[config.mk]
export PLATFORM = sky130hd
export DESIGN_NAME = rsi_reset_init
export DESIGN_NICKNAME = d
export VERILOG_FILES = /design/src/shared/rsi_pkg.sv /design/src/rtl/rsi_clk_div.sv /design/src/rtl/rsi_reset_init.sv
export SDC_FILE = /design/constraint.sdc
export NUM_CORES = 1
export LEC_CHECK = 0
export BUFFER_PORTS_ARGS = -buffer_cell sky130_fd_sc_hd__buf_2
export CORE_MARGIN = 2
export CORE_UTILIZATION = 36
export DETAILED_ROUTE_END_ITERATION = 7
export PLACE_DENSITY = 0.63
export SETUP_SLACK_MARGIN = 0.4
export SYNTH_ARGS = -nofsm -noshare
export SYNTH_HDL_FRONTEND = slang
export SYNTH_SLANG_ARGS = --single-unit
[constraint.sdc]
create_clock -name clk -period 5.38 [get_ports clk]
set_clock_uncertainty 0.15 [all_clocks]
set_input_delay 0.269 -clock clk [delete_from_list [all_inputs] [get_ports clk]]
set_output_delay 0.269 -clock clk [all_outputs]
set_load 0.03 [all_outputs]
[src/shared/rsi_pkg.sv]
package rsi_pkg;
	// reset acceptance
	localparam int          RST_MIN_CYC    = 10;
	// reset vector byte addresses
	localparam logic [23:0] VEC_ADDR_LO    = 24'hFFFF00;
	localparam logic [23:0] VEC_ADDR_MID   = 24'hFFFF01;
	localparam logic [23:0] VEC_ADDR_HI    = 24'hFFFF02;
	// core values after acceptance
	localparam logic [31:0] SP_RESET       = 32'h00000100;
	localparam logic [2:0]  MASK_RESET     = 3'h7;
	localparam logic        MAXMODE_RESET  = 1'h1;
	localparam logic [2:0]  BANK_RESET     = 3'h0;
	// clock gear codes, reset value is divide by two
	localparam logic [2:0]  GEAR_DIV1      = 3'h0;
	localparam logic [2:0]  GEAR_DIV2      = 3'h1;
	localparam logic [2:0]  GEAR_DIV4      = 3'h2;
	localparam logic [2:0]  GEAR_DIV8      = 3'h3;
	localparam logic [2:0]  GEAR_DIV16     = 3'h4;
	localparam logic [2:0]  GEAR_RESET     = 3'h1;
	localparam logic [3:0]  DIV_CNT_RESET  = 4'h0;

	typedef enum logic [1:0] {
		RSI_NMI_FALL,
		RSI_NMI_BOTH
	} rsi_nmi_mode_t;

	// status word fields
	typedef struct packed {
		logic       max_mode;
		logic [2:0] irq_mask_level;
		logic [2:0] reg_bank_pointer;
	} rsi_status_word_t;

	// clock configuration from software
	typedef struct packed {
		logic       sys_clock_select;
		logic [2:0] clock_gear_field;
	} rsi_clk_cfg_t;
endpackage

[src/rtl/rsi_clk_div.sv]
`timescale 1ns/1ps
// divides the high source by the gear, or passes the low source undivided, into the system clock enable
module rsi_clk_div
	import rsi_pkg::*;
(
	// clock and reset
	input  wire logic         clk,
	input  wire logic         rstn,
	// source ticks
	input  wire logic         high_freq_tick,
	input  wire logic         low_freq_tick,
	// configuration
	input  wire rsi_pkg::rsi_clk_cfg_t cfg,
	// result
	output logic              system_clock
);
	typedef struct packed {
		logic [3:0] cnt;
		logic       tick;
	} rsi_div_state_t;

	rsi_div_state_t s_q, s_d;
	logic           selected_source_clock;

	// divisor limit from gear code; reserved codes act as divide by 16
	function automatic logic [3:0] gear_limit(input logic [2:0] g);
		case (g)
			GEAR_DIV1:  gear_limit = 4'h0;
			GEAR_DIV2:  gear_limit = 4'h1;
			GEAR_DIV4:  gear_limit = 4'h3;
			GEAR_DIV8:  gear_limit = 4'h7;
			GEAR_DIV16: gear_limit = 4'hF;
			default:    gear_limit = 4'hF;
		endcase
	endfunction

	// low source is used undivided
	assign selected_source_clock = cfg.sys_clock_select ? low_freq_tick : high_freq_tick;

	always_comb begin
		s_d      = s_q;
		s_d.tick = 1'b0;
		if (selected_source_clock) begin
			if (cfg.sys_clock_select || s_q.cnt >= gear_limit(cfg.clock_gear_field)) begin
				s_d.cnt  = DIV_CNT_RESET;
				s_d.tick = 1'b1;
			end else begin
				s_d.cnt = s_q.cnt + 4'h1;
			end
		end
	end

	always_ff @(posedge clk or negedge rstn) begin
		if (!rstn) begin
			s_q <= '0;
		end else begin
			s_q <= s_d;
		end
	end

	assign system_clock = s_q.tick;
endmodule

[src/rtl/rsi_reset_init.sv]
`timescale 1ns/1ps
// Function
// source holds reset low ten clocks
// system clock is high clock over two
// program counter loads from three vector bytes
// stack pointer set to 100H
// interrupt mask level set to seven
// addressing mode bit set to one
// register bank pointer cleared to zero
// fetch starts at vector, others kept
// working memory untouched by reset
// peripheral control registers return to defaults
// all ports revert to general purpose
// address latch strobe floats during reset
// software reprograms stack pointer itself
// nmi on falling or both edges
// board ties mode straps high
// single and dual clock modes
// system clock divides selected source; code divides only the high source, low source passes undivided
// software can drop pull-ups except reset
// gear codes select divide 1 to 16
// reset synchronised and counted before acceptance
module rsi_reset_init
	import rsi_pkg::*;
#(
	parameter int PORT_W = 8,
	parameter int CTRL_W = 8
) (
	// clock and power-on reset
	input  wire logic                      clk,
	input  wire logic                      rstn,
	// external reset pin, active low
	input  wire logic                      ext_reset_n,
	// oscillator ticks
	input  wire logic                      high_freq_tick,
	input  wire logic                      low_freq_tick,
	input  wire logic                      low_osc_enable,
	// software clock and pin configuration
	input  wire rsi_pkg::rsi_clk_cfg_t     clk_cfg_wdata,
	input  wire logic                      clk_cfg_we,
	input  wire logic                      pullup_disable,
	input  wire logic [CTRL_W-1:0]         periph_ctrl_wdata,
	input  wire logic                      periph_ctrl_we,
	input  wire logic [PORT_W-1:0]         port_func_wdata,
	input  wire logic                      port_func_we,
	// nmi
	input  wire logic                      nmi_pin,
	input  wire rsi_pkg::rsi_nmi_mode_t    nmi_mode,
	// vector fetch from memory, one byte per cycle
	output logic [23:0]                    vec_addr,
	output logic                           vec_rd,
	input  wire logic [7:0]                vec_data,
	// straps
	input  wire logic [1:0]                mode_strap_pins,
	// core state out
	output logic [23:0]                    program_counter,
	output logic [31:0]                    ext_stack_pointer,
	output rsi_pkg::rsi_status_word_t      status_word,
	output logic                           fetch_start,
	output logic                           core_in_reset,
	// pins and clocks
	output logic                           ale_out,
	output logic                           ale_oe,
	output logic                           pullup_en,
	output logic [PORT_W-1:0]              port_func_sel,
	output logic [CTRL_W-1:0]              periph_ctrl,
	output logic                           system_clock,
	output logic                           nmi_req,
	output logic                           dual_clock_mode,
	output logic                           strap_fault
);
	import rsi_pkg::*;

	initial begin
		if (PORT_W < 1 || CTRL_W < 1) begin
			$error("rsi_reset_init: widths must be positive");
		end
	end

	typedef enum logic [2:0] {
		ST_RUN,
		ST_HOLD,
		ST_VEC0,
		ST_VEC1,
		ST_VEC2,
		ST_WAIT
	} rsi_state_t;

	typedef struct packed {
		logic                 sync1;
		logic                 sync2;
		logic [3:0]           low_cnt;
		rsi_state_t           st;
		logic [23:0]          pc;
		logic [31:0]          sp;
		rsi_status_word_t     sw;
		logic                 fetch;
		rsi_clk_cfg_t         cfg;
		logic [CTRL_W-1:0]    periph;
		logic [PORT_W-1:0]    portf;
		logic                 nmi_prev;
		logic                 nmi_req;
		logic                 strap_bad;
		logic                 ale;
	} rsi_state_s_t;

	rsi_state_s_t s_q, s_d;
	logic         accepted;

	// low count reaching the minimum accepts reset
	assign accepted = (s_q.low_cnt == 4'(RST_MIN_CYC));

	always_comb begin
		s_d          = s_q;
		s_d.fetch    = 1'b0;
		s_d.nmi_req  = 1'b0;
		// two-stage synchroniser, only sync2 is looked at
		s_d.sync1    = ext_reset_n;
		s_d.sync2    = s_q.sync1;
		// count consecutive low samples; a short glitch never resets the core
		if (s_q.sync2) begin
			s_d.low_cnt = 4'h0;
		end else if (!accepted) begin
			s_d.low_cnt = s_q.low_cnt + 4'h1;
		end
		s_d.nmi_prev = nmi_pin;
		// falling edge always; rising edge only in both-edge mode
		if ((s_q.nmi_prev && !nmi_pin) ||
		    (nmi_mode == RSI_NMI_BOTH && !s_q.nmi_prev && nmi_pin)) begin
			s_d.nmi_req = 1'b1;
		end
		if (clk_cfg_we && s_q.st == ST_RUN) begin
			s_d.cfg = clk_cfg_wdata;
		end
		if (periph_ctrl_we && s_q.st == ST_RUN) begin
			s_d.periph = periph_ctrl_wdata;
		end
		if (port_func_we && s_q.st == ST_RUN) begin
			s_d.portf = port_func_wdata;
		end
		case (s_q.st)
			ST_RUN: begin
				if (accepted) begin
					s_d.st = ST_HOLD;
				end
			end
			ST_HOLD: begin
				// sw bits and io are forced while reset is held
				s_d.sp                  = SP_RESET;
				s_d.sw.irq_mask_level   = MASK_RESET;
				s_d.sw.max_mode         = MAXMODE_RESET;
				s_d.sw.reg_bank_pointer = BANK_RESET;
				s_d.cfg.clock_gear_field = GEAR_RESET;
				s_d.cfg.sys_clock_select = 1'b0;
				s_d.periph              = '0;
				s_d.portf               = '0;
				s_d.strap_bad           = (mode_strap_pins != 2'b11);
				s_d.st                  = ST_VEC0;
			end
			ST_VEC0: begin
				s_d.pc[7:0] = vec_data;
				s_d.st      = ST_VEC1;
			end
			ST_VEC1: begin
				s_d.pc[15:8] = vec_data;
				s_d.st       = ST_VEC2;
			end
			ST_VEC2: begin
				s_d.pc[23:16] = vec_data;
				s_d.st        = ST_WAIT;
			end
			ST_WAIT: begin
				// start only after pin goes high again
				if (s_q.sync2) begin
					s_d.fetch = 1'b1;
					s_d.st    = ST_RUN;
				end
			end
			default: begin
				s_d.st = ST_HOLD;
			end
		endcase
		// a low still held at the minimum count during loading restarts the sequence
		if (s_q.st != ST_RUN && s_q.st != ST_HOLD && !s_q.sync2 && accepted) begin
			s_d.st = ST_HOLD;
		end
		// strobe floats from the very cycle reset is taken, not one later
		s_d.ale = (s_d.st == ST_RUN);
	end

	// only control state has reset values; no working memory lives here
	always_ff @(posedge clk or negedge rstn) begin
		if (!rstn) begin
			s_q                     <= '0;
			s_q.sync1               <= 1'b1; // pin idles high, no false low count
			s_q.sync2               <= 1'b1;
			s_q.nmi_prev            <= 1'b1; // idle level, no false rising edge
			s_q.st                  <= ST_HOLD;
			s_q.sp                  <= SP_RESET;
			s_q.sw.irq_mask_level   <= MASK_RESET;
			s_q.sw.max_mode         <= MAXMODE_RESET;
			s_q.cfg.clock_gear_field <= GEAR_RESET;
		end else begin
			s_q <= s_d;
		end
	end

	rsi_clk_div u_div (
		.clk            (clk),
		.rstn           (rstn),
		.high_freq_tick (high_freq_tick),
		.low_freq_tick  (low_freq_tick & low_osc_enable),
		.cfg            (s_q.cfg),
		.system_clock   (system_clock)
	);

	// vector address follows the load state
	always_comb begin
		vec_rd   = 1'b1;
		vec_addr = VEC_ADDR_LO;
		case (s_q.st)
			ST_VEC0: vec_addr = VEC_ADDR_LO;
			ST_VEC1: vec_addr = VEC_ADDR_MID;
			ST_VEC2: vec_addr = VEC_ADDR_HI;
			default: vec_rd   = 1'b0;
		endcase
	end

	assign program_counter   = s_q.pc;
	assign ext_stack_pointer = s_q.sp;
	assign status_word       = s_q.sw;
	assign fetch_start       = s_q.fetch;
	assign core_in_reset     = (s_q.st != ST_RUN);
	assign ale_out           = 1'b0;
	assign ale_oe            = s_q.ale;
	assign pullup_en         = !pullup_disable;
	assign port_func_sel     = s_q.portf;
	assign periph_ctrl       = s_q.periph;
	assign nmi_req           = s_q.nmi_req;
	assign dual_clock_mode   = low_osc_enable;
	assign strap_fault       = s_q.strap_bad;
endmodule

# Word level (Yosys, flattened, before mapping)
# Cells that the tools add are included.
totals:
  register_bits: 63
  in_bits: 43
  output_inout_bits: 113
  wordCells: 79
classes:
  addsub: 2
  magnitude_cmp: 1
  eq_ne: 13
  muxes: 21
  bitwise_logic: 1
  reduce_logical: 23
ops:
  columns: ["operator", "count"]
  rows:
  - ["20-bit 2-to-1 mux", 1]
  - ["4-bit 2-to-1 mux", 5]
  - ["3-bit case mux with 6 select lines", 1]
  - ["8-bit 2-to-1 mux", 2]
  - ["4-bit case mux with 4 select lines", 1]
  - ["3-bit by 2-bit == test with 1-bit output, second input constant", 4]
  - ["1-bit logical AND", 9]
  - ["3-bit logical NOT", 3]
  - ["3-bit 2-to-1 mux", 3]
  - ["4-bit by 1-bit adder with 4-bit output, second input constant", 2]
  - ["1-bit 2-to-1 mux", 7]
  - ["3-bit by 1-bit == test with 1-bit output, second input constant", 2]
  - ["3-bit == test, second input constant", 2]
  - ["2-bit nonzero test", 3]
  - ["4-bit == test, second input constant", 1]
  - ["4-bit >= comparator", 1]
  - ["1-bit logical NOT", 4]
  - ["2-bit != test, second input constant", 2]
  - ["2-bit case mux with 2 select lines", 1]
  - ["3-bit by 1-bit != test with 1-bit output, second input constant", 1]
  - ["3-bit nonzero test", 1]
  - ["3-bit OR reduction", 1]
  - ["2-bit by 1-bit == test with 1-bit output, second input constant", 1]
  - ["1-bit logical OR", 2]
  - ["1-bit bitwise AND", 1]

# Depth between registers and ports, before layout
# Gate-level depths: netlist of the first run.
logic_depth:
  word_depth: 7
  depth_mapped: 7
  depth_no_buf: 6

# Modules after synthesis
# Synthesis of the first run repeated with hierarchy kept, for this count alone.
unflattened:
  cells_unflattened: 346
  hier_area_um2: 3525.9
modules_own_cells:
  columns: ["mod", "instances", "cells_each", "area_per_inst_um2", "seq_area_each_um2"]
  rows:
  - ["rsi_reset_init", 1, 309, 3174.3, 1457.6]
  - ["rsi_clk_div", 1, 37, 351.6, 125.1]

# Least setup slack after synthesis of the first run
# Ideal clock, no wire load.
synth_timing:
  kind: "register to register"
  startpoint: "reg s_q[22] (netlist name)"
  endpoint: "reg u_div.s_q[4] (netlist bit)"
  setup_ns: 0.087
  t_arrival_ns: 1.879
  required_time_ns: 5.143
  path_slack_ns: 3.264
  stages_incl_launch_ff: 7
  n_path_buf: 0
  period_less_slack_ns: 2.116
  cell_sequence: "dfrtp_1 or3_1 ha_1 nor3b_1 o21ai_1 or4_1 o211ai_1"
synth_via:
  elab_chain_cells: 6
  elab_cells_between_ends: 9
  classes_between: "1 x order compare; 3 x eq/ne; 3 x mux; 2 x reduce/logical"
synth_lines:
  columns: ["item", "line_no", "rtl"]
  rows:
  - ["3-bit by 2-bit == test with 1-bit output (tied with other cells)", "rsi_clk_div.sv:27", "case (g)"]
  - ["4-bit case mux with 4 select lines *", "rsi_clk_div.sv:27", null]
  - ["4-bit 2-to-1 mux *", "rsi_clk_div.sv:43", "if (selected_source_clock) begin"]
  - ["4-bit >= comparator *", "rsi_clk_div.sv:44", "if (cfg.sys_clock_select || s_q.cnt >= gear_limit(cfg.clock_gear_field)) begin"]
  - ["1-bit logical OR *", "rsi_clk_div.sv:44", null]
  - ["4-bit 2-to-1 mux *", "rsi_clk_div.sv:44", null]
  - ["end signal, assigned", "rsi_clk_div.sv:55", "s_q <= '0;"]
  - ["end signal, assigned", "rsi_clk_div.sv:57", "s_q <= s_d;"]
  - ["end, declared", "rsi_clk_div.sv:22", "rsi_div_state_t s_q, s_d;"]
# Every way passes the cells marked *; elsewhere a longest branch is shown, timed or not. The select of a mux whose other input is x is not followed.
# A chain may end at the register's enable or synchronous reset.

# Final worst setup path of the first run
layout_timing:
  startpoint: "reg s_q[88] (netlist bit)"
  endpoint: "out vec_addr[0]"
layout_via:
  elab_chain_cells: 2
  elab_cells_between_ends: 3
  classes_between: "2 x eq/ne; 1 x mux"
layout_lines:
  columns: ["item", "line_no", "rtl"]
  rows:
  - ["start, declared", "rsi_reset_init.sv:107", "rsi_state_s_t s_q, s_d;"]
  - ["3-bit == test or 3-bit by 2-bit == test with 1-bit output (tied branches)", "rsi_reset_init.sv:221", "case (s_q.st)"]
  - ["2-bit case mux with 2 select lines *", "rsi_reset_init.sv:221", null]
  - ["end, declared", "rsi_reset_init.sv:50", "output logic [23:0] vec_addr,"]
# Every way passes the cells marked *; elsewhere a longest branch is shown, timed or not.

==> results of run 1 <==
==> metrics by stage <==
step                util, %  setup slack, ns  instances  total power [mW]
floorplan                 -             3.26        437              1.92
global placement       37.4             3.20        549              1.97
detailed placement     37.4             3.12        549              2.00
CTS                    40.2             2.84        575              2.37
global route           40.2             2.74        575              2.52
finish                 40.2             2.89        575              2.34
==> cell families (layout without fill, tap and decap cells) <==
kind of cell	Yosys count	count (layout)	synth area share [%]
xor gates and xnor gates	3	3	0.728
AOI/OAI and AO/OA	61	61	9.64
buffers and inverters	122	127	23.8
muxes	16	16	4.99
and+or+nand+nor	103	103	14.4
adders and majority gates	7	7	2.43
DFF	63	63	43.9
other	2	62	0.208
==> layer usage <==
layer  track usage (%)  routed length, µm  vias to the layer above  part of all wire, %
li1                  -                  -                     1194                    -
met1              15.7               2890                     1117                   42
met4              4.34                 98                        0                  1.4
met5                 0                  0                        -                    0
met2              21.9               3280                      105                   48
met3              5.33                590                       10                  8.6
==> area by class of cell <==
class | instances | area, µm² | area share [%]
Multi-Input combinational cell | 252 | 1390 | 35.6
Inverter | 7 | 26.3 | 0.672
Timing Repair Buffer | 104 | 573 | 14.7
Sequential cell | 63 | 1580 | 40.5
Tap cell | 133 | 166 | 4.26
Clock buffer | 12 | 145 | 3.71
Clock inverter | 4 | 22.5 | 0.576
==> sequential cells by signal (all words and copies together), names as in the netlist, 4 cells and up <==
| signal | count |
|---|---|
| s_q | 13 |
| periph_ctrl | 8 |
| port_func_sel | 8 |
| program_counter | 24 |
| u_div.s_q | 4 |
==> layout by cell type (no fill, tap or decap), types with 3 or more instances in the layout <==
| cell | count |
|---|---|
| dlygate4sd3_1 | 10 |
| nand2b_1 | 3 |
| o21ai_0 | 24 |
| inv_1 | 6 |
| and2_1 | 3 |
| ha_1 | 7 |
| clkbuf_8 | 10 |
| dfrtp_1 | 58 |
| nor2b_1 | 19 |
| or3_1 | 3 |
| clkinv_2 | 3 |
| buf_2 | 93 |
| dfstp_2 | 5 |
| mux2_2 | 16 |
| nor2_1 | 9 |
| nand3_1 | 4 |
| conb_1 | 62 |
| a21oi_1 | 21 |
| nand2_1 | 50 |
==> worst min-delay path by stage <==
stage,endpoint,slack [ns],from,cells past startpoint
2_1_floorplan,ale_oe,-0.18,rstn,0
3_3_place_gp,s_q[95],0.20,s_d[95],0
3_5_place_dp,s_q[95],0.20,s_d[95],0
4_1_cts,strap_fault,0.0006,mode_strap_pins[1],2
5_1_grt,strap_fault,0.03,mode_strap_pins[1],2
6_report,strap_fault,0.005,mode_strap_pins[1],2
==> power breakdown <==
group,switching [mW],internal (mW),total [mW]
Sequential,0.166,0.678,0.844
Clock,0.180,0.178,0.358
Combinational,0.755,0.381,1.14
==> out/results.env, run 1 <==
SYNTH_WARNINGS=0
TIMING.RR.END='u_div.s_q[4]'
WORST-PATH-BUF-INV=2
DIE_OUTLINE_AREA_MM2=0.0108
VIA_COUNT_OF_THE_FIRST_GLOBAL_ROUTING_PASS=2407
CRIT_CELLS=3
START_UTIL_PCT=37.1
FINISH.INSTANCE_AREA_MM2=0.00391
REMAINING_DRC_ERRORS=0
CELLLEAKAGEPOWER_nW=1.97
INSERTEDDIODECOUNT=0
CTS.ROOT.BUFFER_CELL='clkbuf_8'
CLKLATENCYLATEPIN_NS=0.34
FILLCELLCOUNT=984
DETAILED_PLACE.AREA_MM2=0.00364
CRIT_PATH_START_KIND='flop'
MAXIMUM_FANOUT_COUNT_ALONG_THE_CRITICAL_PATH=33
SYNTH_LARGEST_TYPE_AREA_FRACTION_PCT=40.2
HOLD_VIOL_FINAL=0
POST-ROUTE-PERIOD-UTIL_PCT=46.3
REPORT.FINAL.SLEW_VIOL_COUNT=0
DRT-WIRELENGTH-PER-CELL_UM=11.9
CORE-AREA_MM2=0.00973
SYNTH_COMMONEST_CELLS='104 x buf_4, 58 x dfrtp_1, 50 x nand2_1'
SYNTH_TO_LAYOUT_AREA_GROWTH_PCT=8.36
IO_BUFFERS=93
POST_ROUTE_MINIMUM_PERIOD_NS=2.49
DIE_Y_UM=104
REG2REG_SLACK_NS=3.11
YS_TYPES=44
COUNT_OF_PINS_ON_THE_BLOCK_BOUNDARY=156
CTS.SINK_COUNT=63
SEQ_AREA_FRAC_SYNTH_PCT=43.9
STATUS='completed'
WORST_MIN_DELAY_PATH_CLASS='input pin to flop'
NUMCTSBUFFERS=9
CTS_RESIZED=0
CRITPATHMAXSTAGEDELAY_NS=0.90
SYNTH_TOP_CELLS_BY_AREA='dfrtp_1 40%, buf_4 22%, nand2_1 5.2%'
TIGHTEST_SLEW_NS=0.797
SYNTH_MOST_COMMON_CELL='buf_4'
TIMING.CRITICAL_PATH.TO='vec_addr[0]'
DIEWIDTH_UM=104
FF2FF_PATH_DEPTH=6
DETAIL_ROUTE.WIRELENGTH_MM=6.87
LAYOUT-DRIVE-GT1-SHARE_PCT=31.0
TNS_NS=0
POST-SYNTH-TOP-AREA-CELL='dfrtp_1'
WORST_PATH_MAX_DELAY_CELL='dfstp_2'
TIMING.CRITICAL_PATH.FROM='s_q[88]'
NUMBER_OF_ENDPOINTS_FAILING_SETUP_AT_THE_FINAL_STAGE=0
SYNTHARSTFLOPSHARE_PCT=100
DETAIL_ROUTE.FIRST_PASS.ITERATIONS=4
TIMING.CRITICAL_PATH.MAX_DELAY_FAMILY='flip-flops'
TRITONCTS='done'
GRTUSAGETOTAL_PCT=13.2
DESIGN.FINAL.NETS=487
CTSHTREEMAXLEVEL=3
SYNTH-EDFF-COUNT=0
DETAIL_ROUTE.VIAS_PER_CELL=4.22
DETAILROUTE.VIA_COUNT=2426
PIN_COUNT_OF_THE_BIGGEST_NET_ENTERING_GLOBAL_ROUTING=64
ANTENNA_FOUND_INITIAL=0
SYN-INSTANCE-COUNT=377
IRDROPWORSTVDD_V=0.000368
FP-ROW-COUNT=36
PLACE.GP.CONGESTION=0.717
WORST_SETUP_PATH_END_KIND='primary output'
CP_DATA_REQUIRED_TIME_NS=4.96
PLACE_HPWL_MM=4.79
CLOCK_PATH_BUFFERS=2
MAX_CAP_VIOLATIONS=0
FIRST_PASS_GRT_WIRE_LENGTH_MM=11.6
WORST-ENDPOINT-ARRIVAL_NS=2.07
CP_CELL_SEQUENCE='nand3b_2 -> clkinv_1 -> buf_2'
SYNTH-MAIN-FF-CELL='dfrtp_1'
RSZ_0062_RAISED_AFTER_GLOBAL_ROUTING='no'
SYN_AREA_PER_CELL_UM2=9.57
FMAXACHIEVABLE_MHz=402
CRITICALPATHCATEGORY='flop to primary output'
POSTCTSSETUPREPAIRBUFS=0
CTS.HOLD.BUFFERS_ADDED=10
P_PER_AREA_mW_PER_MM2=598
POST_SYNTH_INSTANCE_AREA_MM2=0.00361
YS_SEQ_ELEMENTS=63
SLEW_HEADROOM_PCT=46.6
WORST_SETUP_HOLD_PATH_CLK_SLEW_NS=0.07
DRT-INITIAL-DRC-COUNT=72
ANTENNA_VIOLATING_NETS_POST_ROUTE=0
GRT_REMAINING_OVERFLOW=0
FINAL.HOLD.WORST_SLACK_NS=0.00472
R2R-START='s_q[22]'
Power figures use the tool's default switching activity.
==> run 2, diff against run 1 <==
Settings changed: PLACE_DENSITY 0.63 to 0.66.
Clock period 5.38 ns to 2.2 ns, I/O delays scaled along.
==> run 2 against run 1 <==
  * Cell area rose by 12%
  * Utilization rose by 4.7 points
  * Sequential share of layout area fell by 4.2 points
  * Highest routed layer unchanged
==> out/results.env, run 2 (synthesis gave the netlist of run 1 again) <==
TIMING.RR.END='u_div.s_q[4]'
HOLD_PATH_END='u_div.s_q[1]'
PLACEDCELLCOUNT=552
LAYOUT-DRIVE-GT1-SHARE_PCT=32.8
MAX_CAP_VIOLATIONS=0
PIN_COUNT_OF_THE_BIGGEST_NET_ENTERING_GLOBAL_ROUTING=30
DRT-INITIAL-DRC-COUNT=115
FP-ROW-COUNT=36
IO_BUFFERS=93
TIGHTEST_SLEW_NS=0.590
HOLD_VIOL_FINAL=0
TIMING.CRITICAL_PATH.FROM='s_q[20]'
FINAL_CORE_UTILIZATION_PCT=44.9
DIE_Y_UM=104
REMAINING_DRC_ERRORS=0
SYNTH_TO_LAYOUT_AREA_GROWTH_PCT=21.1
P_PER_AREA_mW_PER_MM2=1430
NUMCTSBUFFERS=9
TNS_NS=0
CTS.ROOT.BUFFER_CELL='clkbuf_8'
CRIT_PATH_START_KIND='flop'
CRITICALPATHCATEGORY='flop to flop'
DETAIL_ROUTE.FIRST_PASS.ITERATIONS=4
FF2FF_PATH_DEPTH=6
DETAIL_ROUTE.VIAS_PER_CELL=4.24
INSERTEDDIODECOUNT=0
WORST-ENDPOINT-ARRIVAL_NS=2.19
PLACE_HPWL_MM=5.02
RSZ_0062_RAISED_AFTER_GLOBAL_ROUTING='yes'
FIRST_PASS_GRT_WIRE_LENGTH_MM=11.9
CTSHTREEMAXLEVEL=3
PLACE.GP.CONGESTION=0.722
WORST_HOLD_STARTPOINT='low_freq_tick'
DETAILROUTE.VIA_COUNT=2606
DESIGN.FINAL.NETS=526
WHS_PATH_DEPTH=4
FILLCELLCOUNT=935
LAYOUT.CELLS.MOST_COMMON_LIST='92 x buf_2, 62 x conb_1, 56 x dfrtp_1'
DRT-WIRELENGTH-PER-CELL_UM=12.0
CTS.SINK_COUNT=63
TRITONCTS='done'
COUNT_OF_PINS_ON_THE_BLOCK_BOUNDARY=156
DETAIL_ROUTE.WIRELENGTH_MM=7.39
LAYOUT_COMMONEST_CELL='buf_2'
GRT_REMAINING_OVERFLOW=0
IRDROPWORSTVDD_V=0.000908
WORST_MIN_DELAY_PATH_CLASS='input pin to flop'
DIEWIDTH_UM=104
LARGEST_REGISTER_FFS=24
WORST_SETUP_HOLD_PATH_CLK_SLEW_NS=0.07
CLOCK_PATH_BUFFERS=2
SLEW_HEADROOM_PCT=60.7
STATUS='completed'
R2R-START='s_q[20]'
CORE-AREA_MM2=0.00973
START_UTIL_PCT=37.1
DIE_OUTLINE_AREA_MM2=0.0108
ANTENNA_FOUND_INITIAL=0
POST-ROUTE-PERIOD-UTIL_PCT=94.7
CELLLEAKAGEPOWER_nW=2.18
WORST_SETUP_PATH_END_KIND='flop'
FIN_TOTAL_PWR_mW=6.26
ANTENNA_VIOLATING_NETS_POST_ROUTE=0
FMAXACHIEVABLE_MHz=480
POST_ROUTE_MINIMUM_PERIOD_NS=2.08
NUMBER_OF_ENDPOINTS_FAILING_SETUP_AT_THE_FINAL_STAGE=0
MAXIMUM_FANOUT_COUNT_ALONG_THE_CRITICAL_PATH=4
REPORT.FINAL.SLEW_VIOL_COUNT=0
CP_DATA_REQUIRED_TIME_NS=2.30
GRTUSAGETOTAL_PCT=13.5
REG2REG_SLACK_NS=0.12
LAYOUTNONFILLERINSTCOUNT=614
VIA_COUNT_OF_THE_FIRST_GLOBAL_ROUTING_PASS=2498
CLKLATENCYLATEPIN_NS=0.33
## run 2: changes by cell type in the layout (fill, tap and decap cells not counted), moves of 3 or more
cell | before | now
dlygate4sd3_1 | 10 | 36
clkinv_2 | 3 | 0
buf_4 | 1 | 14
o21ai_0 | 24 | 21
## run 2: power by group
group          switching, mW  internal, mW
combinational           2.04          1.20
sequential             0.354          1.66
clock                  0.446         0.559
total                   2.84          3.42
## run 2: final cells by class
type / instances / area [µm²] / area share (%)
sequential: 63 / 1590 / 36.3
multi-input combinational: 252 / 1440 / 33.0
timing repair buffer: 143 / 946 / 21.6
tap: 133 / 166 / 3.81
clock buffer: 12 / 145 / 3.32
clock inverter: 4 / 55.1 / 1.26
inverter: 7 / 28.8 / 0.659
## run 2: what timing repair did
| action | in CTS | in global routing |
|---|---|---|
| endpoints found under the setup margin | 18 | 16 |
| endpoints found under the hold margin | 73 | 0 |
| buffers inserted | 8 | 2 |
| pin swaps | 4 | 3 |
| hold buffers | 36 | 0 |
| cloned | 0 | 0 |
| gates resized for setup | 12 | 4 |
## run 2: metal layers
| layer | track usage, % | wire length [µm] |
|---|---|---|
| met5 | 0 | 0 |
| met4 | 4.54 | 83 |
| met3 | 4.64 | 526 |
| met2 | 23.3 | 3650 |
| met1 | 15.7 | 3130 |
## run 2: worst max-delay path: stages, from the launching register on
cell and delay (ns):
dfstp_2 0.37, or3_1 0.36, ha_1 0.29, nor3b_2 0.21
o21ai_2 0.10, or4_1 0.42, o211ai_1 0.09
## run 2: worst max path at each step
| stage | endpoint | slack [ns] | cells past startpoint |
|---|---|---|---|
| 2_1_floorplan | u_div.s_q[4] | 0.18 | 6 |
| 3_3_place_gp | u_div.s_q[4] | 0.12 | 6 |
| 3_5_place_dp | u_div.s_q[4] | 0.04 | 6 |
| 4_1_cts | u_div.s_q[4] | 0.1 | 6 |
| 5_1_grt | u_div.s_q[1] | 0.01 | 7 |
| 6_report | u_div.s_q[4] | 0.12 | 6 |
## run 2: through the flow
stage                     area (µm²)  hold slack (ns)  setup slack (ns)
after floorplan                 3840           -0.336             0.178
after global placement          3670         -0.00686             0.122
after detailed placement        3670         -0.00444            0.0431
after CTS                       4340           0.0541            0.0973
after global routing            4370           0.0984            0.0119
final                           4370           0.0778             0.116
